--- src/bcs_pkg.sv ---
// constants for the bridge command and status bits block
package bcs_pkg;
   // register byte offsets
   localparam logic [7:0]  CMD_OFF         = 8'h04;
   localparam logic [7:0]  STS_OFF         = 8'h06;
   // command field positions
   localparam int          CMD_IOWIN_BIT   = 0;
   localparam int          CMD_MEMWIN_BIT  = 1;
   localparam int          CMD_MASTER_BIT  = 2;
   localparam int          CMD_PARITY_BIT  = 6;
   localparam int          CMD_SERRMSG_BIT = 8;
   // status field positions
   localparam int          STS_CAPL_BIT    = 4;
   localparam int          STS_MPE_BIT     = 8;
   localparam int          STS_MABORT_BIT  = 13;
   localparam int          STS_SYSERR_BIT  = 14;
   localparam int          STS_PARDET_BIT  = 15;
   // reset values and write masks
   localparam logic [15:0] CMD_RESET       = 16'h0000;
   localparam logic [15:0] CMD_WMASK       = 16'h0147;
   localparam logic [15:0] STS_RESET       = 16'h0010;
   // illegal cycle target and completion status codes
   localparam logic [31:0] ILL_ADDR        = 32'h000C0000;
   localparam logic [2:0]  CPL_SC          = 3'h0;
   localparam logic [2:0]  CPL_UR          = 3'h1;
endpackage

--- src/bcs_link_if.sv ---
// link between the register core, request forwarder and completion merger
`timescale 1ns/1ps
`default_nettype none
interface bcs_link_if #(
   parameter int TW = 8
);
   logic          master_en;
   logic          ur_req;
   logic [TW-1:0] ur_tag;
   logic          ur_full;
   modport ctl (output master_en);
   modport fwd (input master_en, input ur_full, output ur_req, output ur_tag);
   modport cpl (input ur_req, input ur_tag, output ur_full);
endinterface
`default_nettype wire

--- src/bcs_cpl.sv ---
// completion merger toward the secondary side
`timescale 1ns/1ps
`default_nettype none
module bcs_cpl #(
   parameter int DW = 32,
   parameter int TW = 8
) (
   // clock and reset
   input  wire logic          clk,
   input  wire logic          rst,
   // link to the other parts
   bcs_link_if.cpl            lnk,
   // completions from the primary side
   input  wire logic          pcpl_valid,
   output logic               pcpl_ready,
   input  wire logic [TW-1:0] pcpl_tag,
   input  wire logic [DW-1:0] pcpl_data,
   // completions to the secondary side
   output logic               scpl_valid,
   input  wire logic          scpl_ready,
   output logic [TW-1:0]      scpl_tag,
   output logic [DW-1:0]      scpl_data,
   output logic [2:0]         scpl_status
);
   import bcs_pkg::*;

   logic          ur_v;
   logic [TW-1:0] ur_t;
   logic          load;

   assign load        = ~scpl_valid | scpl_ready;
   assign pcpl_ready  = load;
   assign lnk.ur_full = ur_v;

   // one pending unsupported-request answer
   always_ff @(posedge clk) begin
      if (rst) begin
         ur_v <= 1'b0;
         ur_t <= '0;
      end else if (lnk.ur_req) begin
         ur_v <= 1'b1;
         ur_t <= lnk.ur_tag;
      end else if (load & ~pcpl_valid) begin
         ur_v <= 1'b0;
      end
   end

   // primary completions first, local answers when idle
   always_ff @(posedge clk) begin
      if (rst) begin
         scpl_valid  <= 1'b0;
         scpl_tag    <= '0;
         scpl_data   <= '0;
         scpl_status <= CPL_SC;
      end else if (load) begin
         if (pcpl_valid) begin
            scpl_valid  <= 1'b1;
            scpl_tag    <= pcpl_tag;
            scpl_data   <= pcpl_data;
            scpl_status <= CPL_SC;
         end else if (ur_v) begin
            scpl_valid  <= 1'b1;
            scpl_tag    <= ur_t;
            scpl_data   <= '0;
            scpl_status <= CPL_UR;
         end else begin
            scpl_valid  <= 1'b0;
         end
      end
   end

   property p_cpl_pass;
      @(posedge clk) disable iff (rst)
         pcpl_valid && pcpl_ready |=> scpl_valid && scpl_tag == $past(pcpl_tag)
            && scpl_status == CPL_SC;
   endproperty
   a_cpl_pass: assert property (p_cpl_pass)
      else $error("primary completion not passed on next cycle");

   property p_ur_held;
      @(posedge clk) disable iff (rst) lnk.ur_req |=> ur_v && ur_t == $past(lnk.ur_tag);
   endproperty
   a_ur_held: assert property (p_ur_held)
      else $error("illegal read left without a pending answer");
endmodule
`default_nettype wire

--- src/bcs_fwd.sv ---
// upstream request forwarder with master-enable gating
`timescale 1ns/1ps
`default_nettype none
module bcs_fwd #(
   parameter int AW = 32,
   parameter int DW = 32,
   parameter int TW = 8
) (
   // clock and reset
   input  wire logic          clk,
   input  wire logic          rst,
   // link to the other parts
   bcs_link_if.fwd            lnk,
   // upstream requests from the secondary side
   input  wire logic          up_valid,
   output logic               up_ready,
   input  wire logic          up_write,
   input  wire logic          up_io,
   input  wire logic [AW-1:0] up_addr,
   input  wire logic [3:0]    up_be,
   input  wire logic [DW-1:0] up_data,
   input  wire logic [TW-1:0] up_tag,
   // requests toward the primary side
   output logic               pri_valid,
   input  wire logic          pri_ready,
   output logic               pri_write,
   output logic               pri_io,
   output logic [AW-1:0]      pri_addr,
   output logic [3:0]         pri_be,
   output logic [DW-1:0]      pri_data,
   output logic [TW-1:0]      pri_tag,
   // illegal cycle sink
   output logic               ill_valid,
   input  wire logic          ill_ready
);
   import bcs_pkg::*;

   logic st_v;
   logic st_ill;
   logic pri_go;
   logic ill_go;
   logic take;

   function automatic logic [3:0] ill_be_f(input logic wr, input logic [3:0] be);
      return wr ? 4'h0 : be;
   endfunction

   assign pri_valid = st_v & ~st_ill & lnk.master_en;
   assign ill_valid = st_v & st_ill & (pri_write | ~lnk.ur_full);
   assign pri_go    = pri_valid & pri_ready;
   assign ill_go    = ill_valid & ill_ready;
   assign up_ready  = ~st_v | pri_go | ill_go;
   assign take      = up_valid & up_ready;
   assign lnk.ur_req = ill_go & ~pri_write;
   assign lnk.ur_tag = pri_tag;

   always_ff @(posedge clk) begin
      if (rst) begin
         st_v <= 1'b0;
      end else if (take) begin
         st_v <= 1'b1;
      end else if (pri_go | ill_go) begin
         st_v <= 1'b0;
      end
   end

   // payload; a held request turns illegal if the enable drops
   always_ff @(posedge clk) begin
      if (rst) begin
         st_ill    <= 1'b0;
         pri_write <= 1'b0;
         pri_io    <= 1'b0;
         pri_addr  <= '0;
         pri_be    <= 4'h0;
         pri_data  <= '0;
         pri_tag   <= '0;
      end else if (take) begin
         st_ill    <= ~lnk.master_en;
         pri_write <= up_write;
         pri_io    <= up_io & lnk.master_en;
         pri_addr  <= lnk.master_en ? up_addr : AW'(ILL_ADDR);
         pri_be    <= lnk.master_en ? up_be : ill_be_f(up_write, up_be);
         pri_data  <= up_data;
         pri_tag   <= up_tag;
      end else if (st_v & ~st_ill & ~lnk.master_en) begin
         st_ill    <= 1'b1;
         pri_io    <= 1'b0;
         pri_addr  <= AW'(ILL_ADDR);
         pri_be    <= ill_be_f(pri_write, pri_be);
      end
   end

   property p_no_pri_wo_master;
      @(posedge clk) disable iff (rst) !lnk.master_en |-> !pri_valid;
   endproperty
   a_no_pri_wo_master: assert property (p_no_pri_wo_master)
      else $error("primary request while master enable is off");

   property p_ill_write;
      @(posedge clk) disable iff (rst)
         ill_valid && pri_write |-> pri_addr == AW'(ILL_ADDR) && pri_be == 4'h0;
   endproperty
   a_ill_write: assert property (p_ill_write)
      else $error("illegal write not aimed at sink with zero enables");
endmodule
`default_nettype wire

--- src/bcs_top.sv ---
// bridge command and status bits with upstream gating and window decode
`timescale 1ns/1ps
`default_nettype none
module bcs_top #(
   parameter int AW = 32,
   parameter int DW = 32,
   parameter int TW = 8
) (
   // clock and reset
   input  wire logic          clk,
   input  wire logic          rst,
   // configuration access
   input  wire logic          cfg_req,
   input  wire logic          cfg_we,
   input  wire logic [7:0]    cfg_addr,
   input  wire logic [1:0]    cfg_be,
   input  wire logic [15:0]   cfg_wdata,
   output logic               cfg_ack,
   output logic [15:0]        cfg_rdata,
   // primary-side error events
   input  wire logic          err_fatal,
   input  wire logic          err_nonfatal,
   input  wire logic          mdpe_event,
   output logic               serr_msg,
   // upstream requests from the secondary side
   input  wire logic          up_valid,
   output logic               up_ready,
   input  wire logic          up_write,
   input  wire logic          up_io,
   input  wire logic [AW-1:0] up_addr,
   input  wire logic [3:0]    up_be,
   input  wire logic [DW-1:0] up_data,
   input  wire logic [TW-1:0] up_tag,
   // requests toward the primary side
   output logic               pri_valid,
   input  wire logic          pri_ready,
   output logic               pri_write,
   output logic               pri_io,
   output logic [AW-1:0]      pri_addr,
   output logic [3:0]         pri_be,
   output logic [DW-1:0]      pri_data,
   output logic [TW-1:0]      pri_tag,
   // illegal cycle sink
   output logic               ill_valid,
   input  wire logic          ill_ready,
   // completions from the primary side
   input  wire logic          pcpl_valid,
   output logic               pcpl_ready,
   input  wire logic [TW-1:0] pcpl_tag,
   input  wire logic [DW-1:0] pcpl_data,
   // completions to the secondary side
   output logic               scpl_valid,
   input  wire logic          scpl_ready,
   output logic [TW-1:0]      scpl_tag,
   output logic [DW-1:0]      scpl_data,
   output logic [2:0]         scpl_status,
   // downstream address claim
   input  wire logic          dn_valid,
   input  wire logic          dn_io,
   input  wire logic [AW-1:0] dn_addr,
   input  wire logic [AW-1:0] memory_window_base,
   input  wire logic [AW-1:0] memory_window_limit,
   input  wire logic [AW-1:0] prefetch_window_base,
   input  wire logic [AW-1:0] prefetch_window_limit,
   input  wire logic [AW-1:0] io_window_base,
   input  wire logic [AW-1:0] io_window_limit,
   output logic               dn_claim
);
   import bcs_pkg::*;

   bcs_link_if #(.TW(TW)) lnk ();

   logic [15:0] bridge_command;
   logic [15:0] bridge_status;
   logic [15:0] cmd_mask;
   logic        system_error_signaled;
   logic        master_parity_error_flag;
   logic        parity_response_enable;
   logic        upstream_master_enable;
   logic        memory_window_enable;
   logic        io_window_enable;
   logic        system_error_msg_enable;
   logic        wr_cmd;
   logic        wr_sts;
   logic        rd_cmd;
   logic        rd_sts;
   logic        serr_fire;
   logic        serr_clr;
   logic        mem_hit;
   logic        io_hit;

   function automatic logic [15:0] be_mask(input logic [1:0] be);
      return {{8{be[1]}}, {8{be[0]}}};
   endfunction

   function automatic logic in_win(input logic [AW-1:0] a,
                                   input logic [AW-1:0] lo,
                                   input logic [AW-1:0] hi);
      return (a >= lo) && (a <= hi);
   endfunction

   // command fields
   assign parity_response_enable  = bridge_command[CMD_PARITY_BIT];
   assign upstream_master_enable  = bridge_command[CMD_MASTER_BIT];
   assign memory_window_enable    = bridge_command[CMD_MEMWIN_BIT];
   assign io_window_enable        = bridge_command[CMD_IOWIN_BIT];
   assign system_error_msg_enable = bridge_command[CMD_SERRMSG_BIT];
   assign lnk.master_en           = upstream_master_enable;

   // configuration decode
   assign wr_cmd   = cfg_req & cfg_we & (cfg_addr == CMD_OFF);
   assign wr_sts   = cfg_req & cfg_we & (cfg_addr == STS_OFF);
   assign rd_cmd   = cfg_req & ~cfg_we & (cfg_addr == CMD_OFF);
   assign rd_sts   = cfg_req & ~cfg_we & (cfg_addr == STS_OFF);
   assign cmd_mask = be_mask(cfg_be) & CMD_WMASK;

   // command register
   always_ff @(posedge clk) begin
      if (rst) begin
         bridge_command <= CMD_RESET;
      end else if (wr_cmd) begin
         bridge_command <= (bridge_command & ~cmd_mask) | (cfg_wdata & cmd_mask);
      end
   end

   // system error message generation
   assign serr_fire = (err_fatal | err_nonfatal) & system_error_msg_enable;
   assign serr_clr  = wr_sts & cfg_be[1] & cfg_wdata[STS_SYSERR_BIT];

   always_ff @(posedge clk) begin
      if (rst) begin
         serr_msg <= 1'b0;
      end else begin
         serr_msg <= serr_fire;
      end
   end

   // system error signalled; a new event beats a clear
   always_ff @(posedge clk) begin
      if (rst) begin
         system_error_signaled <= 1'b0;
      end else if (serr_fire) begin
         system_error_signaled <= 1'b1;
      end else if (serr_clr) begin
         system_error_signaled <= 1'b0;
      end
   end

   // master parity error flag, settable only while response is enabled
   always_ff @(posedge clk) begin
      if (rst) begin
         master_parity_error_flag <= 1'b0;
      end else if (mdpe_event & parity_response_enable) begin
         master_parity_error_flag <= 1'b1;
      end else if (wr_sts & cfg_be[1] & cfg_wdata[STS_MPE_BIT]) begin
         master_parity_error_flag <= 1'b0;
      end
   end

   // status word view
   always_comb begin
      bridge_status               = STS_RESET;
      bridge_status[STS_SYSERR_BIT] = system_error_signaled;
      bridge_status[STS_MPE_BIT]    = master_parity_error_flag;
      bridge_status[STS_PARDET_BIT] = 1'b0;
      bridge_status[STS_MABORT_BIT] = 1'b0;
   end

   // configuration read answer, one cycle after the request
   always_ff @(posedge clk) begin
      if (rst) begin
         cfg_ack   <= 1'b0;
         cfg_rdata <= 16'h0000;
      end else begin
         cfg_ack <= cfg_req;
         if (rd_cmd) begin
            cfg_rdata <= bridge_command;
         end else if (rd_sts) begin
            cfg_rdata <= bridge_status;
         end else begin
            cfg_rdata <= 16'h0000;
         end
      end
   end

   // downstream window claim
   assign mem_hit = memory_window_enable &
                    (in_win(dn_addr, memory_window_base, memory_window_limit) |
                     in_win(dn_addr, prefetch_window_base, prefetch_window_limit));
   assign io_hit  = io_window_enable &
                    in_win(dn_addr, io_window_base, io_window_limit);

   always_ff @(posedge clk) begin
      if (rst) begin
         dn_claim <= 1'b0;
      end else begin
         dn_claim <= dn_valid & (dn_io ? io_hit : mem_hit);
      end
   end

   bcs_fwd #(.AW(AW), .DW(DW), .TW(TW)) u_fwd (
      .clk       (clk),
      .rst       (rst),
      .lnk       (lnk),
      .up_valid  (up_valid),
      .up_ready  (up_ready),
      .up_write  (up_write),
      .up_io     (up_io),
      .up_addr   (up_addr),
      .up_be     (up_be),
      .up_data   (up_data),
      .up_tag    (up_tag),
      .pri_valid (pri_valid),
      .pri_ready (pri_ready),
      .pri_write (pri_write),
      .pri_io    (pri_io),
      .pri_addr  (pri_addr),
      .pri_be    (pri_be),
      .pri_data  (pri_data),
      .pri_tag   (pri_tag),
      .ill_valid (ill_valid),
      .ill_ready (ill_ready)
   );

   bcs_cpl #(.DW(DW), .TW(TW)) u_cpl (
      .clk         (clk),
      .rst         (rst),
      .lnk         (lnk),
      .pcpl_valid  (pcpl_valid),
      .pcpl_ready  (pcpl_ready),
      .pcpl_tag    (pcpl_tag),
      .pcpl_data   (pcpl_data),
      .scpl_valid  (scpl_valid),
      .scpl_ready  (scpl_ready),
      .scpl_tag    (scpl_tag),
      .scpl_data   (scpl_data),
      .scpl_status (scpl_status)
   );

   property p_mpe_gate;
      @(posedge clk) disable iff (rst)
         !parity_response_enable && !master_parity_error_flag |=> !master_parity_error_flag;
   endproperty
   a_mpe_gate: assert property (p_mpe_gate)
      else $error("parity flag set while response disabled");

   property p_mem_claim;
      @(posedge clk) disable iff (rst) dn_valid && !dn_io && !memory_window_enable |=> !dn_claim;
   endproperty
   a_mem_claim: assert property (p_mem_claim)
      else $error("memory claimed while memory window disabled");

   property p_io_claim;
      @(posedge clk) disable iff (rst) dn_valid && dn_io && !io_window_enable |=> !dn_claim;
   endproperty
   a_io_claim: assert property (p_io_claim)
      else $error("I/O claimed while I/O window disabled");

   property p_syserr_set;
      @(posedge clk) disable iff (rst)
         (err_fatal || err_nonfatal) && system_error_msg_enable |=> serr_msg && system_error_signaled;
   endproperty
   a_syserr_set: assert property (p_syserr_set)
      else $error("system error sent but status not set");

   property p_syserr_hold;
      @(posedge clk) disable iff (rst)
         !system_error_signaled && !serr_fire |=> !system_error_signaled;
   endproperty
   a_syserr_hold: assert property (p_syserr_hold)
      else $error("system error status set without a sent message");

   property p_pardet_zero;
      @(posedge clk) disable iff (rst) $past(rd_sts) |-> cfg_ack && !cfg_rdata[STS_PARDET_BIT];
   endproperty
   a_pardet_zero: assert property (p_pardet_zero)
      else $error("detected parity error read as one");

   property p_mabort_zero;
      @(posedge clk) disable iff (rst) $past(rd_sts) |-> !cfg_rdata[STS_MABORT_BIT];
   endproperty
   a_mabort_zero: assert property (p_mabort_zero)
      else $error("received master abort read as one");

   property p_syserr_clear;
      @(posedge clk) disable iff (rst) serr_clr && !serr_fire |=> !system_error_signaled;
   endproperty
   a_syserr_clear: assert property (p_syserr_clear)
      else $error("write one did not clear system error status");
endmodule
`default_nettype wire

--- config.mk ---
export PLATFORM = sky130hd
export DESIGN_NAME = bcs_top
export DESIGN_NICKNAME = d
export VERILOG_FILES = /design/src/bcs_pkg.sv /design/src/bcs_link_if.sv /design/src/bcs_cpl.sv /design/src/bcs_fwd.sv /design/src/bcs_top.sv
export SDC_FILE = /design/constraint.sdc
export NUM_CORES = 1
export LEC_CHECK = 0
export ABC_AREA = 1
export BUFFER_PORTS_ARGS = -buffer_cell sky130_fd_sc_hd__buf_2
export CORE_AREA = 10 10 198 200
export DETAILED_ROUTE_END_ITERATION = 7
export DIE_AREA = 0 0 208 210
export SLEW_MARGIN = 20
export SYNTH_ARGS = -nofsm -noshare
export SYNTH_HDL_FRONTEND = slang
export SYNTH_HIERARCHICAL = 1
export SYNTH_SLANG_ARGS = --single-unit
--- constraint.sdc ---
create_clock -name clk -period 1.7 [get_ports clk]
set_clock_uncertainty 0.2 [all_clocks]
set_input_delay 0.51 -clock clk [delete_from_list [all_inputs] [get_ports clk]]
set_output_delay 0.51 -clock clk [all_outputs]
set_load 0.05 [all_outputs]
==> out/qor.txt, run 1 <==
Routed len/inst = 18.09 um
Bufs on Longest Clock Path = 2
Num ports = 527
Clk sinks = 148
Synth Register Bits = 148
Share of layout cells above drive strength 1 = 45.42%
Chip Height = 210 um
Initial antenna violation count = 12
Die Width = 208 um
# rows = 69
Util after Layout = 49.70%
Final net count = 2,690
Number of flops mapped to enable cells by yosys = 0
Slew Viols, Final = 0
Startpoint types = register
Total track usage = 19.83%
CP Max Fanout = 3
Initial Utilization = 32.17%
Min cycle time layout = 2019 ps
Synthesis-to-finish area growth = 54.48%
PortBufs = 505
Vias in the first global route = 12.61k
Number of max-cap violations = 0
DIE AREA = 0.04368 sq mm
Adder-Cell Fraction of Synth Area = 21.20%
Outcome = finished, violations left
Fin worst setup slack = -319.2 ps
Post-Synth Simple-Gate Area = 25.21%
Leading area contributor after synthesis = dfxtp_1
Area contributors post-synth = dfxtp_1, ha_1, inv_1, nand2_1, a21oi_1
Post-Syn Area = 0.01133 sq mm
CP Data Arrival Time = 1310 ps
Avg Synthesized Cell Area = 7.213 sq um
Fillers = 3,413
Critical Path RT = 990 ps
Cell Pwr Density = 662.9 mW/mm^2
CTS tree = yes
Seq/Total Area, Yosys = 26.15%
Post-CTS Hold Buffers = 0
Proportion of synthesized area in mux cells = 0%
Residual DRC = 0
Post-Synth XOR/XNOR Area = 0%
Hold WC Path Type = in2reg
Failing checks = setup timing
Yosys top cell area share = 26.15%
RSZ-0062 raised after global routing = yes
Largest net degree at the start of global routing = 45
First-pass GRT wire length = 69.61 mm
Post-synthesis compound-gate area fraction = 13.54%
Total power = 11.60 mW
Worst skew pair latency = 430 ps
RePlAce Congestion = 0.8820
Routed Wire Length = 46.95 mm
Multi-input gate area = 0.007640 sq mm
Synthesis warning total = 6
Final setup vio count = 83
Leak Pwr = 9.079 nW
Core area = 0.03522 sq mm
Endpoint type of the worst setup path = output pin
Initial DRC count = 592
DR vias/cell = 4.757
Final Cycle Share = 118.8%
Fin. Hold Viols = 0
Worst-margin pin slew = 574.5 ps
HPWL Detailed = 37.60 mm
DR vias = 12.35k
CTS clk-pin slew, worst paths = 60 ps
Largest family of logic cells by synthesized area = simple AND/OR/NAND/NOR gates
Crit Path Category = reg2out
Fmax achieved = 495.2 MHz
Post-route ant nets = 0
CTS H-Tree Depth = 4
Total CTS buffers = 17
CTS root buf = clkbuf_16
Final std cell area, no fill = 0.01751 sq mm
Post-Syn Instances = 1,571
Post-synthesis cell type count = 35
Reg area = 0.003110 sq mm
Setup tns final = -7776 ps
Pre-CTS setup slack = -685.1 ps
Post-Place Cell Area = 0.01479 sq mm
Max rail drop VDD = 737.2 uV
1st-pass router iterations = 4
Grt ovf = 0
Slew HR = 61.70%
Post-synth ARST share = 0%
Synth Flop Type = dfxtp_1
-- cell type report --
class | instances | area share, %
tap | 461 | 3.295
clock buffer | 19 | 2.473
inverter | 273 | 6.047
clock inverter | 11 | 0.7505
timing repair buffer | 589 | 25.88
antenna | 7 | 0.1001
timing repair inverter | 1 | 0.04288
sequential | 148 | 17.77
multi-input combinational | 1086 | 43.64
-- layout by cell type (no fill, tap or decap), drive strengths merged, types with 9 or more instances in the layout --
master	synthesis	final
a21oi	170	170
buf	61	578
clkbuf	13	30
conb	2	11
dfxtp	148	148
ha	192	192
inv	272	273
nand2	283	284
nand3	81	81
nand4	51	51
nor2	181	181
nor3	9	9
o21ai	84	84
-- cells in the mapped netlist (21+ instances only) --
library cell / instances
inv_1: 259
nand2_1: 246
ha_1: 192
nor2_1: 178
dfxtp_1: 148
a21oi_1: 138
nand3_1: 79
o21ai_1: 59
nand4_1: 51
a21oi_2: 32
nand2_4: 32
o21ai_0: 25
buf_2: 23
buf_4: 21
-- state kept, by name, indices dropped and copies added (netlist names), 4 cells and up, named ones only --
signal / flops
u_fwd/pri_data: 32
u_fwd/lnk.ur_tag: 8
u_cpl/scpl_tag: 8
u_cpl/ur_t: 8
u_cpl/scpl_data: 32
u_fwd/pri_addr: 32
cfg_rdata: 7
u_fwd/pri_be: 4
-- through the flow --
step / std cells / hold WS (ps)
after floorplan: 1580 / 208.6
after CTS: 2571 / 98.23
after global routing: 2594 / 101.0
after detailed placement: 2538 / 225.4
after global placement: 2538 / 221.5
final: 2595 / 113.5
-- cell families after synthesis --
group           count (synthesis)
flops                         148
simple gates                  609
other cells                     2
buf+inv                       347
fa+ha+maj                     192
compound gates                273
-- path summary, 6_finish.rpt --
path | slack [ps] | end | startpoint | cells past startpoint
worst max register to register | -190 | u_fwd/pri_io | u_fwd/st_v | 10
worst min-delay path | 110 | u_fwd/lnk.ur_tag[1] | up_tag[1] | 3
worst min register to register | 240 | cfg_rdata[14] | system_error_signaled | 2
worst max-delay path | -320 | up_ready | u_fwd/st_v | 4
-- critical path, stage by stage (launching register included) --
cell	delay [ps]
dfxtp_2	360
buf_6	100
nand4_1	130
nand3_4	140
buf_12	140
-- metal layers --
layer / global-route usage [%] / vias to the layer above / routed length [um]
li1: - / 6182 / -
met1: 23.47 / 5721 / 19430
met2: 34.38 / 380 / 23390
met3: 5.514 / 54 / 3175
met4: 5.747 / 8 / 893
met5: 0 / - / 59
-- report_power, final --
group          total [mW]  internal [mW]  leakage [nW]  switching (mW)
Sequential           3.84           3.67          1.25           0.172
Clock                3.71           2.16         0.266            1.55
Combinational        4.06           1.72          7.56            2.34
-- timing repair --
item / 4_1_cts / 5_1_grt
buffers inserted: 5 / 6
gates resized for setup: 344 / 243
gates cloned: 0 / 12
pin swaps: 21 / 40
endpoints found under the setup margin: 171 / 168
Note: power is estimated with default switching activity, not from simulation.
==> inputs of run 2 (changes only) <==
- CORE_AREA: 10 10 198 200 -> 10 10 195 197
- DIE_AREA: 0 0 208 210 -> 0 0 205 207
- REMOVE_ABC_BUFFERS: not set -> 1
- clock period: 1.7 -> 2 ns (I/O delays scaled with it)
==> run 2 against run 1 <==
  * The run still ends with setup timing left
  * Cell count shrank 1.0%
  * Hold slack improved by 84 ps
  * Combinational power shrank 29%
  * Setup slack improved by 260 ps
  * Count of clock-buffer cells in the layout is 1 lower
  * Power is 18% lower
  * Sequential share of layout area increased by 1.4 points
  * Non-clock buffer count fell by 21
  * Global-route usage is 0.24 points higher
  * Register-to-register slack better by 440 ps
  * Critical endpoint unchanged
==> out/qor.txt, run 2 (synthesized netlist as in run 1, its figures left out) <==
Outcome = finished, violations left
Failing checks = setup timing
Initial antenna violation count = 9
Slew Viols, Final = 0
DR vias = 11.97k
CTS tree = yes
Initial DRC count = 452
Min cycle time layout = 2056 ps
Clk sinks = 148
Fmax achieved = 486.4 MHz
Grt ovf = 0
Endpoint type of the worst setup path = output pin
Pre-CTS setup slack = -457.1 ps
Final Cycle Share = 102.8%
Number of max-cap violations = 0
Total CTS buffers = 17
CTS root buf = clkbuf_16
Reg area = 0.002973 sq mm
CP Max Fanout = 3
Util after Layout = 45.36%
CP Data Arrival Time = 1260 ps
First-pass GRT wire length = 67.74 mm
Cell Pwr Density = 611.5 mW/mm^2
CP delay by family, top = flip-flops
Fillers = 3,512
Share of layout cells above drive strength 1 = 34.55%
Vias in the first global route = 12.22k
CTS clk-pin slew, worst paths = 80 ps
Most common cell after layout, fill and taps aside = buf_2
1st-pass router iterations = 4
Critical Path RT = 1200 ps
Residual DRC = 0
Crit Path Category = reg2out
Synthesis-to-finish area growth = 36.56%
Core area = 0.03412 sq mm
RePlAce Congestion = 0.9286
Routed len/inst = 17.27 um
Post-CTS Hold Buffers = 0
Max rail drop VDD = 760.5 uV
Setup tns final = -99.88 ps
Fin worst setup slack = -56.11 ps
Chip Height = 207 um
DIE AREA = 0.04244 sq mm
RSZ-0062 raised after global routing = yes
Buffers & Inverters on Critical Path = 2
Commonest non-fill, non-tap cells in the layout = buf_2, inv_1, nand2_1
# rows = 68
Slowest CP cell = dfxtp_2
Total power = 9.463 mW
Initial Utilization = 33.21%
PortBufs = 505
Fin. Hold Viols = 0
Leak Pwr = 8.682 nW
Post-route ant nets = 0
Startpoint types = register
Final setup vio count = 4
Hold WC Path Type = in2reg
Die Width = 205 um
Bufs on Longest Clock Path = 2
HPWL Detailed = 37.56 mm
Final net count = 2,667
Routed Wire Length = 44.37 mm
Total track usage = 20.07%
Biggest regs = u_cpl/scpl_data x32, u_fwd/pri_addr x32, u_fwd/pri_data x32
Max incr delay on CP = 350 ps
Multi-input gate area = 0.006997 sq mm
Num ports = 527
Worst skew pair latency = 430 ps
Largest net degree at the start of global routing = 52
Worst path cell trace = inv_2, nand4_1, nand3_4, buf_8
DR vias/cell = 4.659
CTS H-Tree Depth = 4
## run 2: what timing repair did
action                     4_1_cts  5_1_grt
cloned                           0        0
setup endpoints to repair        4        4
buffers inserted                 5        3
resized for setup               53       15
pin swaps                       12        7
## run 2: worst paths after layout
| kind | start | endpoint | slack, ps | cells after the start |
|---|---|---|---|---|
| worst max-delay path | u_fwd/st_ill | up_ready | -60 | 4 |
| worst min-delay path | up_tag[6] | u_fwd/lnk.ur_tag[6] | 200 | 3 |
| worst max register to register | u_fwd/st_ill | u_fwd/pri_be[2] | 250 | 8 |
| worst min register to register | system_error_signaled | cfg_rdata[14] | 240 | 2 |
## run 2: stage by stage
stage	hold slack (ps)	area, sq um	instances
global placement	224.2	14510	2521
detailed placement	227.9	14510	2521
global route	199.7	15470	2566
CTS	180.5	15370	2556
finish	197.9	15470	2569
floorplan	208.6	10830	1506
## run 2: power by group
group / total (mW) / switching [mW] / internal, mW
combinational: 2.89 / 1.82 / 1.07
sequential: 3.19 / 0.0997 / 3.09
clock: 3.38 / 1.37 / 2.01
total: 9.46 / 3.29 / 6.17
## run 2: cell type report
cell class,instances,share of cell area [%]
timing repair buffer,568,21.14
sequential,148,19.21
antenna,10,0.1617
inverter,273,6.654
clock buffer,18,2.838
clock inverter,12,1.100
multi-input combinational,1085,45.21
tap,455,3.679
## run 2: worst register-to-register path, delay by kind of cell, from the launching register on
kind,cells,cell delay [ps]
AND/OR/NAND/NOR,3,360
buffers and inverters,3,490
AO/OA/AOI/OAI,2,270
flip-flops,1,370
## run 2: layer usage
metal  GRT usage [%]  vias to the layer above  part of all wire [%]
li1                -                     6125                     -
met1           22.76                     5421                    41
met2           35.14                      355                    50
met3           5.259                       64                   6.5
met4           7.405                        4                   2.7
met5               0                        -                 0.072
